===== config.mk =====
export PLATFORM = sky130hd
export DESIGN_NAME = tccr_config_regs
export DESIGN_NICKNAME = d
export VERILOG_FILES = /design/src/tccr_pkg.sv /design/src/tccr_pin_drive.sv /design/src/tccr_config_regs.sv
export SDC_FILE = /design/constraint.sdc
export NUM_CORES = 1
export LEC_CHECK = 0
export ABC_AREA = 1
export BUFFER_PORTS_ARGS = -buffer_cell sky130_fd_sc_hd__clkbuf_2
export CORE_AREA = 2 2 74 76
export DETAILED_ROUTE_END_ITERATION = 8
export DIE_AREA = 0 0 76 78
export PLACE_DENSITY_LB_ADDON = 0.05
export SLEW_MARGIN = 0
export SYNTH_ARGS = -nofsm -noshare
export SYNTH_HDL_FRONTEND = slang
export SYNTH_HIERARCHICAL = 1
export SYNTH_SLANG_ARGS = --single-unit

===== constraint.sdc =====
create_clock -name clk -period 1.56 [get_ports clk]
set_input_delay 0.156 -clock clk [delete_from_list [all_inputs] [get_ports clk]]
set_output_delay 0.156 -clock clk [all_outputs]
set_load 0.03 [all_outputs]

===== src/tccr_pkg.sv =====
// Package: offsets, field layouts, reset values and carriers for the touch channel config bank
package tccr_pkg;

  // ---------------------------------------------------------------------------
  // Register offsets
  // ---------------------------------------------------------------------------
  localparam logic [7:0] OFS_POLARITY = 8'h1c;
  localparam logic [7:0] OFS_SCALE    = 8'h1e;
  localparam logic [7:0] OFS_SENSOR0  = 8'h20;
  localparam logic [7:0] OFS_SENSOR1  = 8'h22;
  localparam logic [7:0] OFS_SENSOR2  = 8'h24;

  // ---------------------------------------------------------------------------
  // Reset values
  // ---------------------------------------------------------------------------
  localparam logic [7:0] RST_POLARITY = 8'h0f;
  localparam logic [7:0] RST_SCALE    = 8'h55;
  localparam logic [7:0] RST_SENSOR   = 8'h04;

  // ---------------------------------------------------------------------------
  // Field positions
  // ---------------------------------------------------------------------------
  localparam int PIN_POL_LSB  = 4;
  localparam int DIR_LSB      = 0;
  localparam int RANGE_BIT    = 7;
  localparam int BAND_MSB     = 6;
  localparam int BAND_LSB     = 5;
  localparam int CYCLE_MSB    = 4;
  localparam int CYCLE_LSB    = 0;
  localparam logic [1:0] BAND_RESERVED = 2'h3;

  // Sensor config fields for one channel
  typedef struct packed {
    logic       resistance_range;
    logic [1:0] frequency_band;
    logic [4:0] cycle_count;
  } tccr_sensor_type;

  // Host register access request
  typedef struct packed {
    logic       write;
    logic       read;
    logic [7:0] addr;
    logic [7:0] wdata;
  } tccr_req_type;

endpackage


===== src/tccr_pin_drive.sv =====
`timescale 1ns/1ps
// Module: one button output pin with programmable polarity
module tccr_pin_drive (
  // Clock and reset
  input  wire logic clk,
  input  wire logic rst_n,
  // Control
  input  wire logic pressed,
  input  wire logic active_high,
  // Pin
  output logic      pin
);

  logic pin_reg;
  logic pin_next;

  // Released state is the inactive level: high for active low, low for active high
  always_comb begin
    pin_next = pressed ~^ active_high;
  end

  // Registered so the pin never glitches on a polarity write
  always_ff @(posedge clk or negedge rst_n) begin
    if (!rst_n) begin
      pin_reg <= 1'b1;
    end else begin
      pin_reg <= pin_next;
    end
  end

  assign pin = pin_reg;

endmodule // tccr_pin_drive


===== src/tccr_config_regs.sv =====
`timescale 1ns/1ps
// Module: polarity and counter scale registers for four channels, sensor configuration registers for channels 0 to 2
module tccr_config_regs #(
  parameter int CHANNELS = 4
) (
  // Clock and reset
  input  wire logic                   clk,
  input  wire logic                   rst_n,
  // Register access
  input  wire tccr_pkg::tccr_req_type req,
  output logic [7:0]                  rdata,
  output logic                        rvalid,
  output logic                        band_reject,
  // Button inputs from the button algorithm
  input  wire logic [CHANNELS-1:0]    button_pressed,
  // Button pins
  output logic [CHANNELS-1:0]         button_pin,
  // Configuration out to the measurement path
  output logic [CHANNELS-1:0]         value_direction,
  output logic [2*CHANNELS-1:0]       count_scale,
  output tccr_pkg::tccr_sensor_type   sensor_cfg_ch0,
  output tccr_pkg::tccr_sensor_type   sensor_cfg_ch1,
  output tccr_pkg::tccr_sensor_type   sensor_cfg_ch2
);

  // ---------------------------------------------------------------------------
  // Parameter check
  // ---------------------------------------------------------------------------
  // The polarity and scale bytes pack exactly four channels, so no other count fits
  if (CHANNELS != 4) begin : g_channel_check
    $error("tccr_config_regs supports exactly four channels");
  end

  // ---------------------------------------------------------------------------
  // Register state
  // ---------------------------------------------------------------------------
  logic [7:0] polarity_reg;
  logic [7:0] polarity_next;
  logic [7:0] scale_reg;
  logic [7:0] scale_next;
  logic [7:0] sensor_reg  [3];
  logic [7:0] sensor_next [3];
  logic [7:0] rdata_reg;
  logic [7:0] rdata_next;
  logic       rvalid_reg;
  logic       rvalid_next;
  logic       reject_reg;
  logic       reject_next;
  logic       hit_polarity;
  logic       hit_scale;
  logic [1:0] hit_sensor;
  logic       sensor_write_ok;

  // ---------------------------------------------------------------------------
  // Address decode
  // ---------------------------------------------------------------------------
  // Index of the sensor register hit by an address, 3 when none
  function automatic logic [1:0] sensor_index(input logic [7:0] a);
    unique case (a)
      tccr_pkg::OFS_SENSOR0: sensor_index = 2'h0;
      tccr_pkg::OFS_SENSOR1: sensor_index = 2'h1;
      tccr_pkg::OFS_SENSOR2: sensor_index = 2'h2;
      default:               sensor_index = 2'h3;
    endcase
  endfunction

  // True when a byte carries the reserved frequency band code
  function automatic logic band_is_reserved(input logic [7:0] d);
    band_is_reserved = (d[tccr_pkg::BAND_MSB:tccr_pkg::BAND_LSB] == tccr_pkg::BAND_RESERVED);
  endfunction

  // One decode shared by the write and read paths, so both always agree on the map
  always_comb begin
    hit_polarity    = (req.addr == tccr_pkg::OFS_POLARITY);
    hit_scale       = (req.addr == tccr_pkg::OFS_SCALE);
    hit_sensor      = sensor_index(req.addr);
    sensor_write_ok = req.write && (hit_sensor != 2'h3) && !band_is_reserved(req.wdata);
  end

  // ---------------------------------------------------------------------------
  // Polarity and counter scale
  // ---------------------------------------------------------------------------
  // Polarity byte: pin polarity in the upper nibble, value direction below
  always_comb begin
    polarity_next = polarity_reg;
    if (req.write && hit_polarity) begin
      polarity_next = req.wdata;
    end
  end

  // Reset leaves every pin active low and every value rising with frequency
  always_ff @(posedge clk or negedge rst_n) begin
    if (!rst_n) begin
      polarity_reg <= tccr_pkg::RST_POLARITY;
    end else begin
      polarity_reg <= polarity_next;
    end
  end

  // Counter scale: all four two-bit fields are written as one byte
  always_comb begin
    scale_next = scale_reg;
    if (req.write && hit_scale) begin
      scale_next = req.wdata;
    end
  end

  // Every scale field comes out of reset at one
  always_ff @(posedge clk or negedge rst_n) begin
    if (!rst_n) begin
      scale_reg <= tccr_pkg::RST_SCALE;
    end else begin
      scale_reg <= scale_next;
    end
  end

  // ---------------------------------------------------------------------------
  // Sensor configuration, channels 0 to 2
  // ---------------------------------------------------------------------------
  // A reserved band drops the whole byte, so range and cycle count stay coherent
  always_comb begin
    for (int i = 0; i < 3; i++) begin
      sensor_next[i] = sensor_reg[i];
    end
    if (sensor_write_ok) begin
      sensor_next[hit_sensor] = req.wdata;
    end
  end

  // All three sensors reset to the same byte
  always_ff @(posedge clk or negedge rst_n) begin
    if (!rst_n) begin
      for (int i = 0; i < 3; i++) begin
        sensor_reg[i] <= tccr_pkg::RST_SENSOR;
      end
    end else begin
      for (int i = 0; i < 3; i++) begin
        sensor_reg[i] <= sensor_next[i];
      end
    end
  end

  // ---------------------------------------------------------------------------
  // Read port
  // ---------------------------------------------------------------------------
  // A read in the same cycle as a write sees the old byte; unmapped offsets read zero
  always_comb begin
    rvalid_next = req.read;
    rdata_next  = 8'h00;
    if (req.read) begin
      if (hit_polarity) begin
        rdata_next = polarity_reg;
      end else if (hit_scale) begin
        rdata_next = scale_reg;
      end else if (hit_sensor != 2'h3) begin
        rdata_next = sensor_reg[hit_sensor];
      end
    end
  end

  // Data is held at zero between reads so a stale byte never lingers on the bus
  always_ff @(posedge clk or negedge rst_n) begin
    if (!rst_n) begin
      rdata_reg  <= 8'h00;
      rvalid_reg <= 1'b0;
    end else begin
      rdata_reg  <= rdata_next;
      rvalid_reg <= rvalid_next;
    end
  end

  // ---------------------------------------------------------------------------
  // Reserved band flag
  // ---------------------------------------------------------------------------
  // One-cycle pulse per dropped sensor write; the byte itself is left untouched
  always_comb begin
    reject_next = req.write && (hit_sensor != 2'h3) && band_is_reserved(req.wdata);
  end

  // Registered so the flag lines up with the read answer timing
  always_ff @(posedge clk or negedge rst_n) begin
    if (!rst_n) begin
      reject_reg <= 1'b0;
    end else begin
      reject_reg <= reject_next;
    end
  end

  // ---------------------------------------------------------------------------
  // Outputs
  // ---------------------------------------------------------------------------
  assign rdata           = rdata_reg;
  assign rvalid          = rvalid_reg;
  assign band_reject     = reject_reg;
  assign value_direction = polarity_reg[tccr_pkg::DIR_LSB +: CHANNELS];
  assign count_scale     = scale_reg;
  assign sensor_cfg_ch0  = tccr_pkg::tccr_sensor_type'(sensor_reg[0]);
  assign sensor_cfg_ch1  = tccr_pkg::tccr_sensor_type'(sensor_reg[1]);
  assign sensor_cfg_ch2  = tccr_pkg::tccr_sensor_type'(sensor_reg[2]);

  // One pin driver per channel
  genvar g;
  generate
    for (g = 0; g < CHANNELS; g++) begin : g_pin
      tccr_pin_drive u_pin (
        .clk         (clk),
        .rst_n       (rst_n),
        .pressed     (button_pressed[g]),
        .active_high (polarity_reg[tccr_pkg::PIN_POL_LSB + g]),
        .pin         (button_pin[g])
      );
    end
  endgenerate

endmodule // tccr_config_regs


=== After elaboration in Yosys (flattened, before gate mapping) ===
Index checks and enable logic that the tools add are counted.

* Word-level logic and storage cells: 44
* Input port bits: 24
* Register bits: 54
* Memories kept: 0
* Bits in writable memories: 0
* Latch bits: 0
* Output and inout port bits: 50
* ROM bits: 0

* Div/mod/pow operators: 0
* Reduce and logical (&&, ||, !) cells: 7
* Multipliers: 0
* Bitwise operators: 5
* $lt $le $gt $ge: 2
* Multiplexer cells: 11
* Shift-type cells: 0
* Equality and inequality tests: 7
* $add $sub $neg: 0

{| class="wikitable"
|+ Operator list
! cell !! number
|-
| 8-bit 2-to-1 mux || 7
|-
| 24-bit bitwise mux || 1
|-
| 8-bit by 6-bit equality test with 1-bit output (second input constant) || 3
|-
| 8-bit binary-select mux with 2-bit select || 1
|-
| 8-bit demux with 2-bit select || 1
|-
| 8-bit by 5-bit equality test with 1-bit output (second input constant) || 2
|-
| 1-bit logical AND || 6
|-
| 2-bit one-hot mux with 3 select lines || 1
|-
| 1-bit bitwise XNOR || 4
|-
| 3-bit >= comparator (second input constant) || 1
|-
| 3-bit by 1-bit < comparator with 1-bit output (second input constant) || 1
|-
| 2-bit inverter with 3-bit output || 1
|-
| 2-bit equality test (second input constant) || 1
|-
| 2-bit inequality test (second input constant) || 1
|-
| 1-bit zero test || 1
|}

=== Longest topological paths before layout ===
Gate-level depths: netlist (run 1).

* Word-level depth: 10
* Mapped depth: 12
* Gate-level depth less buffers: 11

=== By module ===
Netlist (run 1), hierarchy kept.

{| class="wikitable"
|+ Modules (own cells, without submodules)
! module !! times used !! cells an instance !! area each (µm²) !! sequential area each (µm²)
|-
| tccr_config_regs || 1 || 285 || 2488.6 || 1265.0
|-
| tccr_pin_drive || 4 || 6 || 45.0 || 26.3
|}

=== Worst setup path before layout (run 1) ===
No wires, ideal clock.

* Path type: input to register
* Start point: input req[15] in the netlist's numbering
* End point: register sensor_reg (netlist bit sensor_cfg_ch2[5])
* Setup time: 120 ps
* Path buffers: 1
* Path slack: 288 ps
* Required time: 1440 ps
* Arrival: 1152 ps
* Stages on the path: 7
* Cell sequence: nor2_2 nand2_2 a31oi_4 nand4_4 buf_6 nand2_1 o21ai_2

* Word-level cells in the longest chain between the ends: 8
* Elaborated cells on any way between the ends: 14
* Classes of those cells: order compare (2); eq/ne (4); mux (4); bitwise (1); reduce/logical (3)

{| class="wikitable"
|+ Ends and longest elaborated chain
! item !! line !! source
|-
| start: declaration || tccr_config_regs.sv:10 || <nowiki>input wire tccr_pkg::tccr_req_type req,</nowiki>
|-
| 8-bit by 6-bit equality test with 1-bit output || tccr_config_regs.sv:59 || <nowiki>unique case (a)</nowiki>
|-
| 2-bit one-hot mux with 3 select lines * || tccr_config_regs.sv:59 ||
|-
| 2-bit inverter with 3-bit output (implied by the code) || tccr_config_regs.sv:126 || <nowiki>sensor_next[hit_sensor] = req.wdata;</nowiki>
|-
| 3-bit >= comparator (implied by the code) / 3-bit by 1-bit < comparator with 1-bit output (equally long branches) || tccr_config_regs.sv:126 ||
|-
| 1-bit logical AND (implied by the code) || tccr_config_regs.sv:126 ||
|-
| 8-bit 2-to-1 mux (implied by the code) || tccr_config_regs.sv:126 ||
|-
| 8-bit demux with 2-bit select || tccr_config_regs.sv:126 ||
|-
| 24-bit bitwise mux || tccr_config_regs.sv:126 ||
|-
| end signal: indexed assignment || tccr_config_regs.sv:134 || <nowiki>sensor_reg[i] <= tccr_pkg::RST_SENSOR;</nowiki>
|-
| end signal: indexed assignment || tccr_config_regs.sv:138 || <nowiki>sensor_reg[i] <= sensor_next[i];</nowiki>
|-
| end: declaration || tccr_config_regs.sv:41 || <nowiki>logic [7:0] sensor_reg [3];</nowiki>
|}

Every way passes the cells marked *; elsewhere a longest branch is shown, timed or not.
A chain may end at the register's enable or synchronous reset.

=== Final worst setup path (run 1) ===
* Start point: register scale_reg[4], in the netlist count_scale[4]
* End point: output count_scale[4]

{| class="wikitable"
|+ RTL lines
! item !! line !! source
|-
| start: declaration || tccr_config_regs.sv:39 || <nowiki>logic [7:0] scale_reg;</nowiki>
|-
| start signal: assignment || tccr_config_regs.sv:111 || <nowiki>scale_reg <= tccr_pkg::RST_SCALE;</nowiki>
|-
| start signal: assignment || tccr_config_regs.sv:113 || <nowiki>scale_reg <= scale_next;</nowiki>
|-
| end: declaration || tccr_config_regs.sv:20 || <nowiki>output logic [2*CHANNELS-1:0] count_scale,</nowiki>
|}

No word-level cell between the ends.

==> results.md, run 1 <==
- Die Y: 78 um
- DR pass1 iterations: 4
- Cells on worst reg2reg path: 6
- Vias per cell: between 4 and 5
- Min-Delay Path Depth: 3
- Initial DRC count: between 70 and 80
- First-pass GRT wire length: 9901 um
- Crit path DAT: about 1.1 ns
- Synthesized area: 0.002669 mm^2
- Post-DP HPWL: about 4600 um
- Core area: 0.005042 mm^2
- Routed Antenna Nets: 0
- Crit-path max FO: 3
- Most frequent cells in the layout: nand2_1, clkbuf_2, inv_1
- Post-synth top area share: 0.3657
- Synth unique cells: 25
- Grt total ovfl: 0
- Worst setup EP type: primary output
- Clk slew on worst S/H paths: ~0.090 ns
- Place WS: 0.05021 ns
- CTS tree: yes
- Seq. cell area: 0.001370 mm^2
- Minimum clock period: 1.245 ns
- Multi-input gate area: 0.001022 mm^2
- Commonest non-fill, non-tap cell in the layout: nand2_1
- Period Utilization, post-route: 0.7982
- Filler Cells Inserted: 486
- Root Buffer: clkbuf_8
- Synth warnings: 6
- Crit-path cells: clkbuf_2
- FMAX: about 0.8 GHz
- Total wire length: between 5000 and 6000 um
- Worst Setup Start Kind: flip-flop
- R2r startpoint: sensor_cfg_ch0[2]$_DFFE_PN1P_
- CP Class: reg -> out
- PD cells: about 780 mW/mm^2
- Slew Limit Fails: 0
- Slew @ Worst Pin: roughly 0.54 ns
- Cts bufs inserted: 5
- Syn-to-layout area delta: 19.88%
- Antenna diodes: 0
- Pleak: 1.688 nW
- Slowest stage delay, CP: 0.57 ns
- Die X: 76 um
- Nets: 411
- Avg Cell Area, Syn: 8.637 um^2
- Final hold violations: 0
- Share of layout cells above drive strength 1: 0.3634
- Pin count of the biggest net entering global routing: 21
- Total power: 0.002504 W
- Clock latency on the worst-skew pair: 0.31 ns
- Cell taking the most area after synthesis: dfrtp_1
- Final WS setup: 0.3148 ns
- Vias: 2196
- Die area: 0.005928 mm^2
- Wirelength per Cell: 12.82 um
- Initial antenna violation count: 0
- I/O pin count: 74
- Slew margin rel.: 0.6405
- Rows: 26
- Final Util: 0.6345
- Clock sink total: 54
- Bufs and invs on worst path: 1
- Hold path endpoint: g_pin[1].u_pin/pin$_DFF_PN1_
- Run status: finished clean
- Initial Util: 0.5293
- Required time of the critical path: around 1.4 ns
- Clock buffer depth: 2
- Synth top area cells: dfrtp_1, dfstp_2, nand2_1
- Clk_skew: between 0.007 and 0.008 ns
- Reg2Reg Setup Slack: 0.61 ns
- Fin Setup TNS: 0 ns
- # setup viols final: 0
- CP max-delay cell: dfstp_2
- Seq cells post-synth: 54
- Max-Cap Viols: 0
- Final Wtd Congestion: 0.8341
- Hold_sp: button_pressed[1]
- Port Buffers: 73
- Tot GR Track Use: 0.2128
- Smallest hold slack: a little under 0.03 ns
- Syn Nets: 333
- Delay-heaviest family, CP: flip-flops
- Vias in the first global route: around 2000
- CTS resizes: 0
- Seq/Total Area, Yosys: 0.5134
- Htree depth: 2
- Worst hold path type: in -> reg
- Peak supply drop: 0.0004578 V
- RSZ-0062 raised after global routing: false
- Reg-to-Reg End: rdata[2]$_DFF_PN0_
- Post-synthesis cell count: between 300 and 400
- Drt drc: 0
## cell usage after synthesis
cell type  count
a21oi_1        7
a31oi_4        1
buf_2          2
buf_4          4
buf_6          5
dfrtp_1       39
dfstp_2       15
inv_1         44
inv_2          4
nand2_1       83
nand2_2       11
nand3_1        9
nand3_2        1
nand4_4        3
nor2_1        19
nor2_2         4
nor2_4         3
nor3_1         2
nor3_2         1
nor3_4         1
o2111ai_1      1
o21ai_0       24
o21ai_1       17
o21ai_2        8
o21ai_4        1
## through the flow
step	cells	cell area, um^2
2_1_floorplan	309	2669
5_1_grt	458	3199
3_3_place_gp	449	3098
3_5_place_dp	449	3098
4_1_cts	458	3199
6_report	458	3199
## cell families (layout without fill, tap and decap cells)
kind of cell           after synthesis  after routing  synth area share
DFF                                 54             54            0.5134
buffers and inverters               59            138            0.1036
AOI/OAI and AO/OA                   59             59            0.1336
and+or+nand+nor                    137            137            0.2494
## per-layer routing
metal,GRT usage,vias up,part of all wire
li1,-,1116,-
met4,0.06545,0,0.011
met5,0,-,0
met2,0.3625,57,0.50
met1,0.2823,1017,0.45
met3,0.03372,6,0.043
## power breakdown
part           total (W)  switching [W]  internal [W]  leakage (nW)
Combinational   0.000244       0.000172     0.0000724         0.942
Sequential       0.00146      0.0000206       0.00144         0.697
Clock           0.000800       0.000441      0.000359        0.0482
Total            0.00250       0.000634       0.00187          1.69
## what timing repair did
| item | CTS | global route |
|---|---|---|
| hold endpoints to repair | 9 | 0 |
| buffers inserted | 0 | 0 |
| hold buffers | 1 | 0 |
## cell type report
class	instances	share of cell area
Sequential cell	54	0.4282
Multi-Input combinational cell	196	0.3195
Tap cell	70	0.02738
Inverter	48	0.05632
Clock buffer	7	0.02698
Timing Repair Buffer	82	0.1400
Clock inverter	1	0.001564
## how the worst max path moves through the flow
stage / start / endpoint / slack, ns / depth (start not counted)
after floorplan: req[15] / sensor_cfg_ch2[5]$_DFFE_PN0P_ / 0.29 / 7
after global placement: req[15] / sensor_cfg_ch2[0]$_DFFE_PN0P_ / 0.07 / 7
after detailed placement: req[15] / sensor_cfg_ch2[4]$_DFFE_PN0P_ / 0.05 / 7
after CTS: count_scale[4]$_DFFE_PN1P_ / count_scale[4] / 0.31 / 1
after global routing: req[15] / count_scale[2]$_DFFE_PN1P_ / 0.22 / 6
final: count_scale[4]$_DFFE_PN1P_ / count_scale[4] / 0.31 / 1
Power figures use the tool's default switching activity.
==> run 2: changes to the inputs <==
- CORE_AREA: 2 2 74 76 -> 2 2 79 81
- DIE_AREA: 0 0 76 78 -> 0 0 81 83
- clock period: 1.56 -> 1.1 ns (I/O delays scaled with it)
==> results.md, run 2 (synthesized netlist as in run 1, its figures left out) <==
- CTS tree: yes
- Run status: complete, but fails checks
- Min-Delay Path Depth: 1 (-2)
- Uppermost layer routed: met4
- Die area: 0.006723 mm^2 (+13%)
- Period Utilization, post-route: 1.029
- Nets: 438 (+6.6%)
- I/O pin count: 74 (unchanged)
- M1 wire length: 2814 um (+6.6%)
- FMAX: ~0.88 GHz
- Slew Limit Fails: 0 (unchanged)
- Filler Cells Inserted: 496 (+2.1%)
- Htree depth: 2 (unchanged)
- Worst hold path type: in -> reg
- Worst Setup Start Kind: flip-flop
- # setup viols final: 6 (+6)
- Final hold violations: 0 (unchanged)
- Combinational Power Share: 0.129 (+0.032)
- Clock power frac: 0.307 (-0.013)
- Clock buffer depth: 2 (unchanged)
- Reg-to-Reg End: rdata[2]$_DFF_PN0_
- Grt total ovfl: 0 (unchanged)
- Met2 WL: 3423 um (+18%)
- PD cells: 961.8 mW/mm^2 (+23%)
- Delay-heaviest family, CP: flip-flops
- Internal power: 0.002747 W (+47%)
- DR pass1 iterations: 5 (+1)
- Vias: 2327 (+6.0%)
- Clock latency on the worst-skew pair: 0.30 ns (about the same)
- Initial DRC count: 86 (+8.9%)
- Met3 WL post-DR: 319 um (+27%)
- Routed Antenna Nets: 0 (unchanged)
- Antenna diodes: 0 (unchanged)
- Syn-to-layout area delta: 43.51%
- Reg2Reg Setup Slack: 0.05 ns (-0.56 ns)
- Port Buffers: 73 (unchanged)
- Pleak: 1.990 nW (+18%)
- Failing checks: negative setup slack
- CP Class: reg -> out
- First-pass GRT wire length: 10490 um (+6.0%)
- Hold path endpoint: rvalid$_DFF_PN0_
- Slowest stage delay, CP: 0.59 ns (+0.02 ns)
- Cts bufs inserted: 5 (unchanged)
- RSZ-0062 raised after global routing: true
- Clk slew on worst S/H paths: 0.09 ns (about the same)
- Wirelength per Cell: 13.55 um (+5.7%)
- Share of layout cells above drive strength 1: 0.4530 (+0.08961)
- Required time of the critical path: 0.99 ns (-0.41 ns)
- Max-Cap Viols: 0 (unchanged)
- Hold_sp: req[16]
- Vias per cell: 4.749 (-0.95%)
- Total wire length: 6640 um (+13%)
- NetSw: 0.0009362 W (+48%)
- Core area: 0.005816 mm^2 (+15%)
- Tot GR Track Use: 0.2029 (-0.009885)
- Die X: 81 um (+6.6%)
- Minimum clock period: 1.132 ns
- CP max-delay cell: dfstp_2
- Clk_skew: 0.006076 ns (-0.001487 ns)
- Smallest hold slack: 0.03185 ns (+0.002849 ns)
- Commonest non-fill, non-tap cell in the layout: nand2_1
- R2r startpoint: sensor_cfg_ch0[2]$_DFFE_PN1P_
- Root Buffer: clkbuf_8
- Cells on worst reg2reg path: 7 (+1)
- Flop pwr share: 0.563 (-0.020)
- Final WS setup: -0.03218 ns (-0.3470 ns)
- Bufs and invs on worst path: 1 (unchanged)
- Slew margin rel.: 0.7807 (+0.1403)
- Place WS: -0.3592 ns (-0.4094 ns)
- Worst setup EP type: primary output
- Drt drc: 0 (unchanged)
- Vias in the first global route: 2194 (+7.1%)
- Initial antenna violation count: 0 (unchanged)
- Die Y: 83 um (+6.4%)
- Crit-path max FO: 3 (unchanged)
- Clock sink total: 54 (unchanged)
- Pin count of the biggest net entering global routing: 55 (+160%)
- Switching part of the total: 0.2542 (+0.001133)
- Post-DP HPWL: 4643 um (+0.70%)
- Crit-path cells: buf_8
- Slew @ Worst Pin: 0.3278 ns (-0.2115 ns)
- Final Wtd Congestion: 0.7838 (-6.0%)
- Rows: 28 (+7.7%)
- Peak supply drop: 0.0007614 V (+66%)
- Crit path DAT: 1.02 ns (-0.07 ns)
- Most frequent cells in the layout: nand2_1, clkbuf_2, inv_1
- Initial Util: 0.4589 (-0.07037)
==> run 2: cell count changes in the layout (fill, tap and decap cells not counted), moves of 8 or more <==
cell,previous run,this run
clkbuf_2,73,56
buf_8,0,15
buf_4,7,21
nand3_1,9,1
nand2_1,83,74
==> run 2: repair_timing <==
action,in CTS,in global routing
setup buffers,9,7
endpoints found under the setup margin,25,45
pin swaps,2,20
cloned,0,1
hold endpoints to repair,43,0
resized for setup,31,53
hold buffers,5,0
==> run 2: worst max path at each step <==
stage | endpoint | slack, ns | cells past startpoint | startpoint
2_1_floorplan | sensor_cfg_ch2[5]$_DFFE_PN0P_ | -0.10 | 7 | req[10]
3_3_place_gp | sensor_cfg_ch2[0]$_DFFE_PN0P_ | -0.33 | 7 | req[10]
3_5_place_dp | sensor_cfg_ch2[4]$_DFFE_PN0P_ | -0.36 | 7 | req[10]
4_1_cts | count_scale[4] | -0.05 | 1 | count_scale[4]$_DFFE_PN1P_
5_1_grt | count_scale[4] | -0.06 | 1 | count_scale[4]$_DFFE_PN1P_
6_report | count_scale[4] | -0.03 | 1 | count_scale[4]$_DFFE_PN1P_
==> run 2: metal layers <==
layer	vias up	GRT usage
met2	56	0.3434
met3	6	0.04130
met5	-	0
met1	1091	0.2624
li1	1174	-
met4	0	0.05239
==> run 2: final cells by class <==
cell class                 instances  area [um^2]  area share
inverter                          48        180.2     0.04704
multi-input combinational        197         1196      0.3123
sequential                        54         1370      0.3577
clock buffer                       7        86.33     0.02254
timing repair buffer             108        898.4      0.2346
tap                               75        93.84     0.02450
clock inverter                     1        5.005    0.001307
==> run 2: power groups by stage <==
stage / logic [W] / clock network, W / registers, W
after CTS: 0.000453 / 0.00118 / 0.00207
after floorplan: 0.000145 / 0 / 0.00215
after global routing: 0.000526 / 0.00126 / 0.00208
final: 0.000477 / 0.00113 / 0.00208
after detailed placement: 0.000384 / 0 / 0.00211
after global placement: 0.000377 / 0 / 0.00210
==> run 2: worst reg2reg max path, delay by kind of cell (launching register included) <==
family        cells  cell delay, ns
flops             1            0.56
buf+inv           2            0.15
simple gates      5            0.30
==> run 2: per-stage QoR <==
stage | cell area (um^2) | utilization | std cells | power (W) | TNS, ns
3_5_place_dp | 3234 | 0.5562 | 461 | 0.002489 | -12.38
3_3_place_gp | 3234 | 0.5562 | 461 | 0.002481 | -11.11
6_report | 3830 | 0.6586 | 490 | 0.003683 | -0.05723
2_1_floorplan | 2709 | - | 309 | 0.002297 | -1.888
5_1_grt | 3830 | 0.6586 | 490 | 0.003867 | -0.9331
4_1_cts | 3582 | 0.6160 | 483 | 0.003697 | -0.3075
